File: src/rtl/timer_pkg.sv
/*
  constants, register map and decode tables for the two-channel timer.
  assumes a single 40 MHz clock and an apb master on the register side.
*/
// Contract
// (RULE1) fast enable clear: trigger to output activation takes five clocks
// (RULE2) fast enable set: trigger edge acts as compare match, three clocks
// (RULE3) fast enable acts only in the two pwm output modes
// (RULE4) ch1 direction: 00 out, 01 input one, 10 input two, 11 trigger
// (RULE5) ch2 direction: 00 out, 01 input two, 10 input one, 11 trigger
// (RULE6) direction field writable only while the channel enable is 0
// (RULE7) filter passes a new level after N agreeing consecutive samples
// (RULE8) filter code picks sampling rate and N from the fixed table
// (RULE9) capture divider: capture every 1, 2, 4 or 8 detected edges
// (RULE10) capture divider count held at zero while channel enable is 0
// (RULE11) output polarity 0 active high, 1 active low; ch2 mirrors ch1
// (RULE12) software keeps complement polarity clear on output channels
// (RULE13) input polarity pair: 00 rising, 01 falling, 11 both edges
// (RULE14) software never uses pair 10, nor 11 in encoder mode
// (RULE15) enable 0: output and drive enable low; 1: reference plus polarity
// (RULE16) input channel: enable gates capture into the compare register
// (RULE17) counter value is a 16-bit read/write register
// (RULE18) counter rate is divider input rate over divider value plus one
// (RULE19) divider value takes effect only at an update event
// (RULE20) counter stays still while reload value is zero
// (RULE21) compare value: direct without preload, else copied at update
// (RULE22) input channel register holds counter of latest capture
// (RULE23) pwm1 active while counter below compare; pwm2 the inverse
// (RULE24) force update clears counter and divider count, loads preloads
package timer_pkg;

  localparam logic [7:0] OFF_CONTROL = 8'h00;
  localparam logic [7:0] OFF_STATUS = 8'h10;
  localparam logic [7:0] OFF_MODE = 8'h18;
  localparam logic [7:0] OFF_ENABLE = 8'h20;
  localparam logic [7:0] OFF_COUNT = 8'h24;
  localparam logic [7:0] OFF_DIVIDER = 8'h28;
  localparam logic [7:0] OFF_RELOAD = 8'h2C;
  localparam logic [7:0] OFF_CMP1 = 8'h34;
  localparam logic [7:0] OFF_CMP2 = 8'h38;

  localparam logic [15:0] RESET_VALUE = 16'h0000;
  localparam logic [15:0] ENABLE_MASK = 16'h00BB;

  // control register bits
  localparam int CTRL_COUNT_EN = 0;
  localparam int CTRL_FORCE_UPDATE = 1;
  localparam int CTRL_ITRIG_SEL = 2;
  localparam int CTRL_TRIG_RESET = 3;
  localparam int CTRL_WIDTH = 4;

  // per-channel field positions, channel base is ch * stride
  localparam int MODE_STRIDE = 8;
  localparam int MODE_DIR = 0;
  localparam int MODE_FAST = 2;
  localparam int MODE_PRELOAD = 3;
  localparam int MODE_OUT = 4;
  localparam int MODE_CAPDIV = 2;
  localparam int MODE_FILTER = 4;
  localparam int ENABLE_STRIDE = 4;
  localparam int ENABLE_ON = 0;
  localparam int ENABLE_POL = 1;
  localparam int ENABLE_NPOL = 3;

  localparam logic [1:0] DIR_OUTPUT = 2'h0;
  localparam logic [1:0] DIR_OWN = 2'h1;
  localparam logic [1:0] DIR_OTHER = 2'h2;
  localparam logic [1:0] DIR_TRIGGER = 2'h3;

  localparam logic [2:0] OCM_FROZEN = 3'h0;
  localparam logic [2:0] OCM_SET = 3'h1;
  localparam logic [2:0] OCM_CLEAR = 3'h2;
  localparam logic [2:0] OCM_TOGGLE = 3'h3;
  localparam logic [2:0] OCM_LOW = 3'h4;
  localparam logic [2:0] OCM_HIGH = 3'h5;
  localparam logic [2:0] OCM_PWM1 = 3'h6;
  localparam logic [2:0] OCM_PWM2 = 3'h7;

  // sampling divider as a power of two, codes 0 to 3 sample on every clock
  function automatic logic [2:0] filter_div_log2(input logic [3:0] code);
    case (code)
      4'h4, 4'h5: filter_div_log2 = 3'h1;
      4'h6, 4'h7: filter_div_log2 = 3'h2;
      4'h8, 4'h9: filter_div_log2 = 3'h3;
      4'hA, 4'hB, 4'hC: filter_div_log2 = 3'h4;
      4'hD, 4'hE, 4'hF: filter_div_log2 = 3'h5;
      default: filter_div_log2 = 3'h0;
    endcase
  endfunction : filter_div_log2

  function automatic logic [3:0] filter_len(input logic [3:0] code);
    case (code)
      4'h1: filter_len = 4'h2;
      4'h2: filter_len = 4'h4;
      4'h4, 4'h6, 4'h8, 4'hB, 4'hE: filter_len = 4'h6;
      4'hA, 4'hD: filter_len = 4'h5;
      4'h0: filter_len = 4'h1;
      default: filter_len = 4'h8;
    endcase
  endfunction : filter_len

endpackage : timer_pkg

File: src/rtl/input_filter.sv
/*
  digital glitch filter for one timer input.
  assumes the sample input is already synchronised to pclk.
*/
module input_filter
  import timer_pkg::*;
(
  input wire logic pclk,
  input wire logic presetn,
  input wire logic sample,
  input wire logic [3:0] code,
  output logic filtered
);

  logic [4:0] div_cnt;
  logic [3:0] agree;
  logic [4:0] next_div_cnt;
  logic [3:0] next_agree;
  logic next_filtered;
  logic [4:0] div_last;
  logic [3:0] len;
  logic tick;

  always_comb
  begin
    div_last = 5'((6'h01 << filter_div_log2(code)) - 6'h01); // [RULE8]
    len = filter_len(code);
    tick = (div_cnt >= div_last);
    next_div_cnt = tick ? 5'h00 : 5'(div_cnt + 5'h01);
    next_agree = agree;
    next_filtered = filtered;
    if (tick)
    begin
      // any disagreeing sample restarts the run
      if (sample == filtered)
        next_agree = 4'h0;
      else if (4'(agree + 4'h1) >= len)
      begin
        next_filtered = sample; // [RULE7]
        next_agree = 4'h0;
      end
      else
        next_agree = 4'(agree + 4'h1);
    end
  end

  always_ff @(posedge pclk or negedge presetn)
  begin
    if (!presetn)
    begin
      div_cnt <= 5'h00;
      agree <= 4'h0;
      filtered <= 1'b0;
    end
    else
    begin
      div_cnt <= next_div_cnt;
      agree <= next_agree;
      filtered <= next_filtered;
    end
  end

endmodule : input_filter

File: src/rtl/timer_capture_compare.sv
/*
  two-channel 16-bit timer with capture, compare and pwm, apb register slave.
  assumes timer pins and trigger arrive asynchronously; apb runs on pclk.
*/
module timer_capture_compare
  import timer_pkg::*;
(
  input wire logic pclk,
  input wire logic presetn,
  input wire logic psel,
  input wire logic penable,
  input wire logic pwrite,
  input wire logic [7:0] paddr,
  input wire logic [31:0] pwdata,
  output logic [31:0] prdata,
  output logic pready,
  output logic pslverr,
  input wire logic timer_input_one,
  input wire logic timer_input_two,
  input wire logic internal_trigger_source,
  output logic ch1_output,
  output logic ch2_output,
  output logic ch1_output_drive_enable,
  output logic ch2_output_drive_enable
);

  // pin synchronisers
  logic [2:0] sync_a;
  logic [2:0] sync_b;
  logic trig_prev;

  always_ff @(posedge pclk or negedge presetn)
  begin
    if (!presetn)
    begin
      sync_a <= 3'h0;
      sync_b <= 3'h0;
      trig_prev <= 1'b0;
    end
    else
    begin
      sync_a <= {internal_trigger_source, timer_input_two, timer_input_one};
      sync_b <= sync_a;
      trig_prev <= sync_b[2];
    end
  end

  logic [1:0] filt;
  logic [15:0] mode;

  input_filter u_filter_one (
    .pclk(pclk),
    .presetn(presetn),
    .sample(sync_b[0]),
    .code(mode[MODE_FILTER +: 4]),
    .filtered(filt[0])
  );

  input_filter u_filter_two (
    .pclk(pclk),
    .presetn(presetn),
    .sample(sync_b[1]),
    .code(mode[MODE_STRIDE + MODE_FILTER +: 4]),
    .filtered(filt[1])
  );

  // register state
  logic [CTRL_WIDTH-1:0] ctrl;
  logic [15:0] enable;
  logic [15:0] count_value;
  logic [15:0] divider_value;
  logic [15:0] divider_active;
  logic [15:0] div_count;
  logic [15:0] reload_value;
  logic [15:0] cmp_pre [2];
  logic [15:0] cmp_act [2];
  logic [2:0] cap_cnt [2];
  logic [1:0] src_prev;
  logic [1:0] ref_q;
  logic [1:0] out_q;
  logic [1:0] fast_hit;
  logic [1:0] match_q;
  logic [1:0] below_q;

  logic [CTRL_WIDTH-1:0] next_ctrl;
  logic [15:0] next_mode;
  logic [15:0] next_enable;
  logic [15:0] next_count_value;
  logic [15:0] next_divider_value;
  logic [15:0] next_divider_active;
  logic [15:0] next_div_count;
  logic [15:0] next_reload_value;
  logic [15:0] next_cmp_pre [2];
  logic [15:0] next_cmp_act [2];
  logic [2:0] next_cap_cnt [2];
  logic [1:0] next_src_prev;
  logic [1:0] next_ref;
  logic [1:0] next_out;
  logic [1:0] next_fast_hit;
  logic [1:0] next_match;
  logic [1:0] next_below;
  logic [31:0] next_prdata;

  logic wr;
  logic addr_hit;
  logic force_upd;
  logic trig_edge;
  logic running;
  logic tick;
  logic update;
  logic [31:0] rd_mux;
  logic [1:0] dir;
  logic [2:0] ocm;
  logic [1:0] src;
  logic [1:0] edge_ev;
  logic [2:0] cap_last;
  logic pol;
  logic npol;
  logic on;

  assign pready = 1'b1;

  always_comb
  begin
    case (paddr)
      OFF_CONTROL, OFF_STATUS, OFF_MODE, OFF_ENABLE, OFF_COUNT,
      OFF_DIVIDER, OFF_RELOAD, OFF_CMP1, OFF_CMP2: addr_hit = 1'b1;
      default: addr_hit = 1'b0;
    endcase
    pslverr = psel & penable & ~addr_hit;
    wr = psel & penable & pwrite & addr_hit;
    case (paddr)
      OFF_CONTROL: rd_mux = 32'(ctrl);
      OFF_STATUS: rd_mux = 32'({fast_hit, ref_q, filt});
      OFF_MODE: rd_mux = 32'(mode);
      OFF_ENABLE: rd_mux = 32'(enable);
      OFF_COUNT: rd_mux = 32'(count_value);
      OFF_DIVIDER: rd_mux = 32'(divider_value);
      OFF_RELOAD: rd_mux = 32'(reload_value);
      OFF_CMP1: rd_mux = 32'(cmp_pre[0]);
      OFF_CMP2: rd_mux = 32'(cmp_pre[1]);
      default: rd_mux = 32'h0000_0000;
    endcase
    // sampled in the setup phase so read data comes from a flop
    next_prdata = (psel & ~penable & ~pwrite) ? rd_mux : prdata;
  end

  // counter and time base
  always_comb
  begin
    force_upd = wr && paddr == OFF_CONTROL && pwdata[CTRL_FORCE_UPDATE];
    trig_edge = sync_b[2] & ~trig_prev;
    running = ctrl[CTRL_COUNT_EN] && reload_value != 16'h0000; // [RULE20]
    tick = running && div_count >= divider_active; // [RULE18]
    update = (tick && count_value >= reload_value) || force_upd
      || (trig_edge && ctrl[CTRL_TRIG_RESET]);
    next_ctrl = ctrl;
    if (wr && paddr == OFF_CONTROL)
    begin
      next_ctrl = pwdata[CTRL_WIDTH-1:0];
      next_ctrl[CTRL_FORCE_UPDATE] = 1'b0;
    end
    next_divider_value = (wr && paddr == OFF_DIVIDER) ? pwdata[15:0] : divider_value;
    next_reload_value = (wr && paddr == OFF_RELOAD) ? pwdata[15:0] : reload_value;
    next_divider_active = update ? divider_value : divider_active; // [RULE19]
    next_div_count = div_count;
    next_count_value = count_value;
    if (update && !(tick && count_value >= reload_value))
    begin
      next_div_count = 16'h0000; // [RULE24]
      next_count_value = 16'h0000;
    end
    else
    begin
      if (running)
        next_div_count = tick ? 16'h0000 : 16'(div_count + 16'h0001);
      if (wr && paddr == OFF_COUNT)
        next_count_value = pwdata[15:0]; // [RULE17]
      else if (tick)
        next_count_value = update ? 16'h0000 : 16'(count_value + 16'h0001);
    end
  end

  // channel configuration, capture and compare
  always_comb
  begin
    next_mode = mode;
    next_enable = enable;
    if (wr && paddr == OFF_ENABLE)
      next_enable = pwdata[15:0] & ENABLE_MASK;
    if (wr && paddr == OFF_MODE)
    begin
      next_mode = pwdata[15:0];
      // direction is frozen while the channel is on
      if (enable[ENABLE_ON])
        next_mode[MODE_DIR +: 2] = mode[MODE_DIR +: 2]; // [RULE6]
      if (enable[ENABLE_STRIDE + ENABLE_ON])
        next_mode[MODE_STRIDE + MODE_DIR +: 2] = mode[MODE_STRIDE + MODE_DIR +: 2];
    end
    next_cmp_pre[0] = (wr && paddr == OFF_CMP1) ? pwdata[15:0] : cmp_pre[0];
    next_cmp_pre[1] = (wr && paddr == OFF_CMP2) ? pwdata[15:0] : cmp_pre[1];
    next_src_prev = src_prev;
    next_ref = ref_q;
    next_out = out_q;
    next_fast_hit = fast_hit;
    next_match = match_q;
    next_below = below_q;
    src = 2'b00;
    edge_ev = 2'b00;
    dir = DIR_OUTPUT;
    ocm = OCM_FROZEN;
    cap_last = 3'h0;
    pol = 1'b0;
    npol = 1'b0;
    on = 1'b0;
    for (int i = 0; i < 2; i++)
    begin
      next_cap_cnt[i] = cap_cnt[i];
      dir = mode[i*MODE_STRIDE + MODE_DIR +: 2];
      ocm = mode[i*MODE_STRIDE + MODE_OUT +: 3];
      on = enable[i*ENABLE_STRIDE + ENABLE_ON];
      pol = enable[i*ENABLE_STRIDE + ENABLE_POL];
      npol = enable[i*ENABLE_STRIDE + ENABLE_NPOL];
      case (dir) // [RULE4] [RULE5]
        DIR_OWN: src[i] = filt[i];
        DIR_OTHER: src[i] = filt[1-i];
        DIR_TRIGGER: src[i] = ctrl[CTRL_ITRIG_SEL] & sync_b[2];
        default: src[i] = 1'b0;
      endcase
      next_src_prev[i] = src[i];
      // pair 10 is reserved and falls back to rising edge
      if (pol && npol)
        edge_ev[i] = src[i] ^ src_prev[i]; // [RULE13]
      else if (pol)
        edge_ev[i] = ~src[i] & src_prev[i];
      else
        edge_ev[i] = src[i] & ~src_prev[i];
      cap_last = 3'((4'h1 << mode[i*MODE_STRIDE + MODE_CAPDIV +: 2]) - 4'h1);
      next_cmp_act[i] = cmp_act[i];
      if (dir != DIR_OUTPUT)
      begin
        if (!on)
          next_cap_cnt[i] = 3'h0; // [RULE10]
        else if (edge_ev[i])
        begin
          if (cap_cnt[i] >= cap_last) // [RULE9]
          begin
            next_cap_cnt[i] = 3'h0;
            // capture wins over a same-cycle register write
            next_cmp_pre[i] = count_value; // [RULE16] [RULE22]
          end
          else
            next_cap_cnt[i] = 3'(cap_cnt[i] + 3'h1);
        end
        next_ref[i] = 1'b0;
        next_fast_hit[i] = 1'b0;
        next_out[i] = 1'b0;
      end
      else
      begin
        next_cap_cnt[i] = 3'h0;
        if (!mode[i*MODE_STRIDE + MODE_PRELOAD])
          next_cmp_act[i] = next_cmp_pre[i]; // [RULE21]
        else if (update)
          next_cmp_act[i] = cmp_pre[i];
        // compare pipeline stage gives the normal trigger path its length
        next_match[i] = (count_value == cmp_act[i]); // [RULE1]
        next_below[i] = (count_value < cmp_act[i]);
        if (update)
          next_fast_hit[i] = 1'b0;
        if (mode[i*MODE_STRIDE + MODE_FAST] && trig_edge
          && (ocm == OCM_PWM1 || ocm == OCM_PWM2)) // [RULE3]
          next_fast_hit[i] = 1'b1;
        case (ocm)
          OCM_SET: next_ref[i] = match_q[i] | ref_q[i];
          OCM_CLEAR: next_ref[i] = ~match_q[i] & ref_q[i];
          OCM_TOGGLE: next_ref[i] = match_q[i] ^ ref_q[i];
          OCM_LOW: next_ref[i] = 1'b0;
          OCM_HIGH: next_ref[i] = 1'b1;
          OCM_PWM1: next_ref[i] = below_q[i]; // [RULE23]
          OCM_PWM2: next_ref[i] = ~below_q[i];
          default: next_ref[i] = ref_q[i];
        endcase
        // fast path skips the compare stage: level reached past compare
        if (next_fast_hit[i] && (ocm == OCM_PWM1 || ocm == OCM_PWM2))
          next_ref[i] = (ocm == OCM_PWM2); // [RULE2]
        next_out[i] = on & (next_ref[i] ^ pol); // [RULE11] [RULE15]
      end
    end
  end

  always_ff @(posedge pclk or negedge presetn)
  begin
    if (!presetn)
    begin
      prdata <= 32'h0000_0000;
      ctrl <= '0;
      mode <= RESET_VALUE;
      enable <= RESET_VALUE;
      count_value <= RESET_VALUE;
      divider_value <= RESET_VALUE;
      divider_active <= RESET_VALUE;
      div_count <= RESET_VALUE;
      reload_value <= RESET_VALUE;
      cmp_pre[0] <= RESET_VALUE;
      cmp_pre[1] <= RESET_VALUE;
      cmp_act[0] <= RESET_VALUE;
      cmp_act[1] <= RESET_VALUE;
      cap_cnt[0] <= 3'h0;
      cap_cnt[1] <= 3'h0;
      src_prev <= 2'b00;
      ref_q <= 2'b00;
      out_q <= 2'b00;
      fast_hit <= 2'b00;
      match_q <= 2'b00;
      below_q <= 2'b00;
    end
    else
    begin
      prdata <= next_prdata;
      ctrl <= next_ctrl;
      mode <= next_mode;
      enable <= next_enable;
      count_value <= next_count_value;
      divider_value <= next_divider_value;
      divider_active <= next_divider_active;
      div_count <= next_div_count;
      reload_value <= next_reload_value;
      cmp_pre <= next_cmp_pre;
      cmp_act <= next_cmp_act;
      cap_cnt <= next_cap_cnt;
      src_prev <= next_src_prev;
      ref_q <= next_ref;
      out_q <= next_out;
      fast_hit <= next_fast_hit;
      match_q <= next_match;
      below_q <= next_below;
    end
  end

  // drive enable follows the channel enable bit only in output direction
  assign ch1_output = out_q[0];
  assign ch2_output = out_q[1];
  assign ch1_output_drive_enable = enable[ENABLE_ON]
    & (mode[MODE_DIR +: 2] == DIR_OUTPUT);
  assign ch2_output_drive_enable = enable[ENABLE_STRIDE + ENABLE_ON]
    & (mode[MODE_STRIDE + MODE_DIR +: 2] == DIR_OUTPUT);

endmodule : timer_capture_compare

File: config.mk
export PLATFORM = sky130hd
export DESIGN_NAME = timer_capture_compare
export DESIGN_NICKNAME = d
export VERILOG_FILES = /design/src/rtl/timer_pkg.sv /design/src/rtl/input_filter.sv /design/src/rtl/timer_capture_compare.sv
export SDC_FILE = /design/constraint.sdc
export NUM_CORES = 1
export LEC_CHECK = 0
export BUFFER_PORTS_ARGS = -buffer_cell sky130_fd_sc_hd__buf_2
export CAP_MARGIN = 15
export CORE_MARGIN = 2
export CORE_UTILIZATION = 45
export CTS_CLUSTER_SIZE = 28
export DETAILED_ROUTE_END_ITERATION = 10
export MAX_ROUTING_LAYER = met4
export PLACE_DENSITY_LB_ADDON = 0.15
export SYNTH_ARGS = -nofsm -noshare
export SYNTH_HDL_FRONTEND = slang
export SYNTH_SLANG_ARGS = --single-unit
File: constraint.sdc
create_clock -name pclk -period 6.02 [get_ports pclk]
set_input_delay 1.204 -clock pclk [delete_from_list [all_inputs] [get_ports pclk]]
set_output_delay 1.204 -clock pclk [all_outputs]
set_load 0.1 [all_outputs]
==> results.tsv <==
metric	value	unit
cp_max_fo	30	
wl_met1	17.7	mm
syn_area	13800	sq um
cts-root-buf	clkbuf_16	
slew_violations	0	
clock_path_buffers	3	
avgSynthCellArea	9.51	sq um
max-slew-margin-rel	0.249	
synth_edf_count	0	
fin_crit	4.08	ns
cts_tree	built	
cts_made_buffers	26	
hold_buffers	0	
critical_path.startpoint_type	input port	
grt_use_total	0.253	
setup_viol	0	
yosys_warnings	0	
ys_async_sr_fraction	1.00	
cts.reportedPaths.clkPinSlew	0.05	ns
drv_cap	0	
synth.distinct_cells	75	
cp.required	4.82	ns
highest_layer	met4	
synth_seq_area_share	0.418	
first_global_vias	9936	
synth-seq-cells	230	
worst_ep_arrival_time	2.88	ns
syn_to_final_growth	11.0	%
core	30300	sq um
syn_inst	1449	
avgRoutedWirePerCell	20.8	um
tightest_slew	1.12	ns
rsz0062_at_grt	no	
cts_resized	0	
power_per_cell_area	276	nW/um^2
grt.overflow.total	0	
dr_wl_met2	17.6	mm
die_h	179	um
post_cts_buffers	0	
vias	10894	
io_buffers	52	
dp_slack	1.51	ns
gp_congestion	0.921	
first_iter_violations	900	
post-route-util	0.504	
drt-vias-per-instance	5.75	
clock_latency	0.55	ns
fin_ws	1.94	ns
ys.flop_type	dfrtp_1	
yosysTopAreaCellShare	0.418	
cts_sinks	230	
peakVddDrop	0.172	mV
antenna_found_initial	0	
post-route-drc-count	0	
tns	0	ns
hold_viol	0	
met3_wirelength	2.51	mm
dr.pass1.iters	8	
nNetsFinal	1641	
antenna_cells	0	
leakage	0.00737	uW
routed_wl	39.3	mm
fin_crit_sh	0.678	
multi_input_area	7310	sq um
ios	86	
hold_path_class	flop to flop	
rows	64	
fmax	245	MHz
synth_area_leaders	dfrtp_1 (42%), ha_1 (10%), mux2i_1 (6.2%)	
path_class	input port to output port	
die-area	32000	sq um
cp-end-kind	output port	
grt_pass1_wl	59.3	mm
antenna_left	0	
layout_common_cells	dfrtp_1 (230), nor2_1 (147), a21oi_1 (121), ha_1 (114), inv_1 (98)	
fill_cells	2827	
ff_latch_area	5760	sq um
dp_hpwl	28.1	mm
drive_above_1_share	0.121	
grt_max_degree	119	
synth.largest_area_cell	dfrtp_1	
initial_utilization	0.454	
htreeDepth	1	
status	finished clean	
dieWidth	179	um
final_common_cell	dfrtp_1	
fin_skew	0.0172	ns
-- kinds of logic (layout without fill, tap and decap cells) --
logic type               Yosys count  in the layout  share of synthesized area
AND/OR/NAND/NOR                  403            403                      0.141
buffers and inverters            185            218                     0.0582
multiplexers                     124            124                     0.0935
other                              2             17                   0.000545
flip-flops                       230            230                      0.418
XOR/XNOR                          29             29                     0.0184
adder cells (fa/ha/maj)          114            114                      0.104
AO/OA/AOI/OAI                    362            362                      0.167
-- where the power goes --
part | internal [uW] | switching (uW)
Clock | 1070 | 660
Sequential | 1660 | 106
Combinational | 242 | 491
Total | 2970 | 1260
-- worst paths after layout --
path                                 from               endpoint  slack, ns  depth (start not counted)
setup / recovery                 paddr[5]                pslverr       1.94                          6
hold / removal                  sync_a[1]              sync_b[1]       0.35                          0
setup reg to reg           count_value[0]         count_value[4]       2.09                         10
max in group asynchronous         presetn            cmp_pre[27]       4.14                          2
hold reg to reg                 sync_a[1]              sync_b[1]       0.35                          0
min in group asynchronous         presetn  u_filter_two.agree[3]       0.74                          1
-- Yosys cell counts, drive strengths merged (3+ instances only) --
cell type and number:
a22oi 6, o21ai 94, a2111oi 3, ha 114
a211oi 7, nand3 30, mux2 38, inv 98
a221oi 10, nor4 5, nor3b 6, nor2b 14
o22ai 5, and4 4, a21oi 121, xor2 19
nand4 13, a222oi 13, a32oi 8, clkbuf 46
and3 24, nor2 151, xnor2 10, o41ai 3
and2 13, a22o 10, o2bb2ai 11, mux2i 86
nor4b 3, dfrtp 230, or2 7, buf 41
o31ai 3, a21o 22, nand2 95, or3 4
nor3 11, or4 5, o21a 7, a31oi 22
nand2b 12
-- area by class of cell --
| class | count | share of cell area |
|---|---|---|
| Clock inverter | 8 | 0.00916 |
| Tap cell | 396 | 0.0324 |
| Timing Repair Buffer | 74 | 0.0291 |
| Sequential cell | 230 | 0.376 |
| Multi-Input combinational cell | 1049 | 0.478 |
| Inverter | 98 | 0.0240 |
| Clock buffer | 38 | 0.0514 |
-- flip-flops by register name, summed over array words and instances (netlist names), 3 cells and up --
name,flops
mode,16
divider_active,16
divider_value,16
reload_value,16
count_value,16
sync_b,3
cmp_pre,32
ctrl,3
enable,6
div_count,16
cmp_act,32
u_filter_one.agree,4
cap_cnt,6
sync_a,3
u_filter_one.div_cnt,5
u_filter_two.agree,4
prdata,16
u_filter_two.div_cnt,5
-- worst max-delay path, cell delays in order --
cell and delay [ns]:
buf_2 0.61, nor3b_1 0.25, o21ai_0 0.12, o211ai_1 0.11, and3_1 0.17, buf_2 0.41
-- metrics by stage --
stage          cell area (sq um)  hold WS [ns]  std cells  total power (uW)
3_5_place_dp               14400         0.339       1846              2530
6_report                   15300         0.349       1893              4230
5_1_grt                    15300         0.366       1893              4410
2_1_floorplan              13800         0.331       1464              2320
4_1_cts                    15300         0.353       1892              4260
3_3_place_gp               14400         0.336       1846              2510
-- per-layer routing --
| layer | vias up | GRT usage |
|---|---|---|
| met1 | 5303 | 0.344 |
| li1 | 5189 | - |
| met5 | - | - |
| met4 | 0 | 0.0925 |
| met2 | 328 | 0.384 |
| met3 | 74 | 0.0371 |
(Power assumes the default switching activity.)
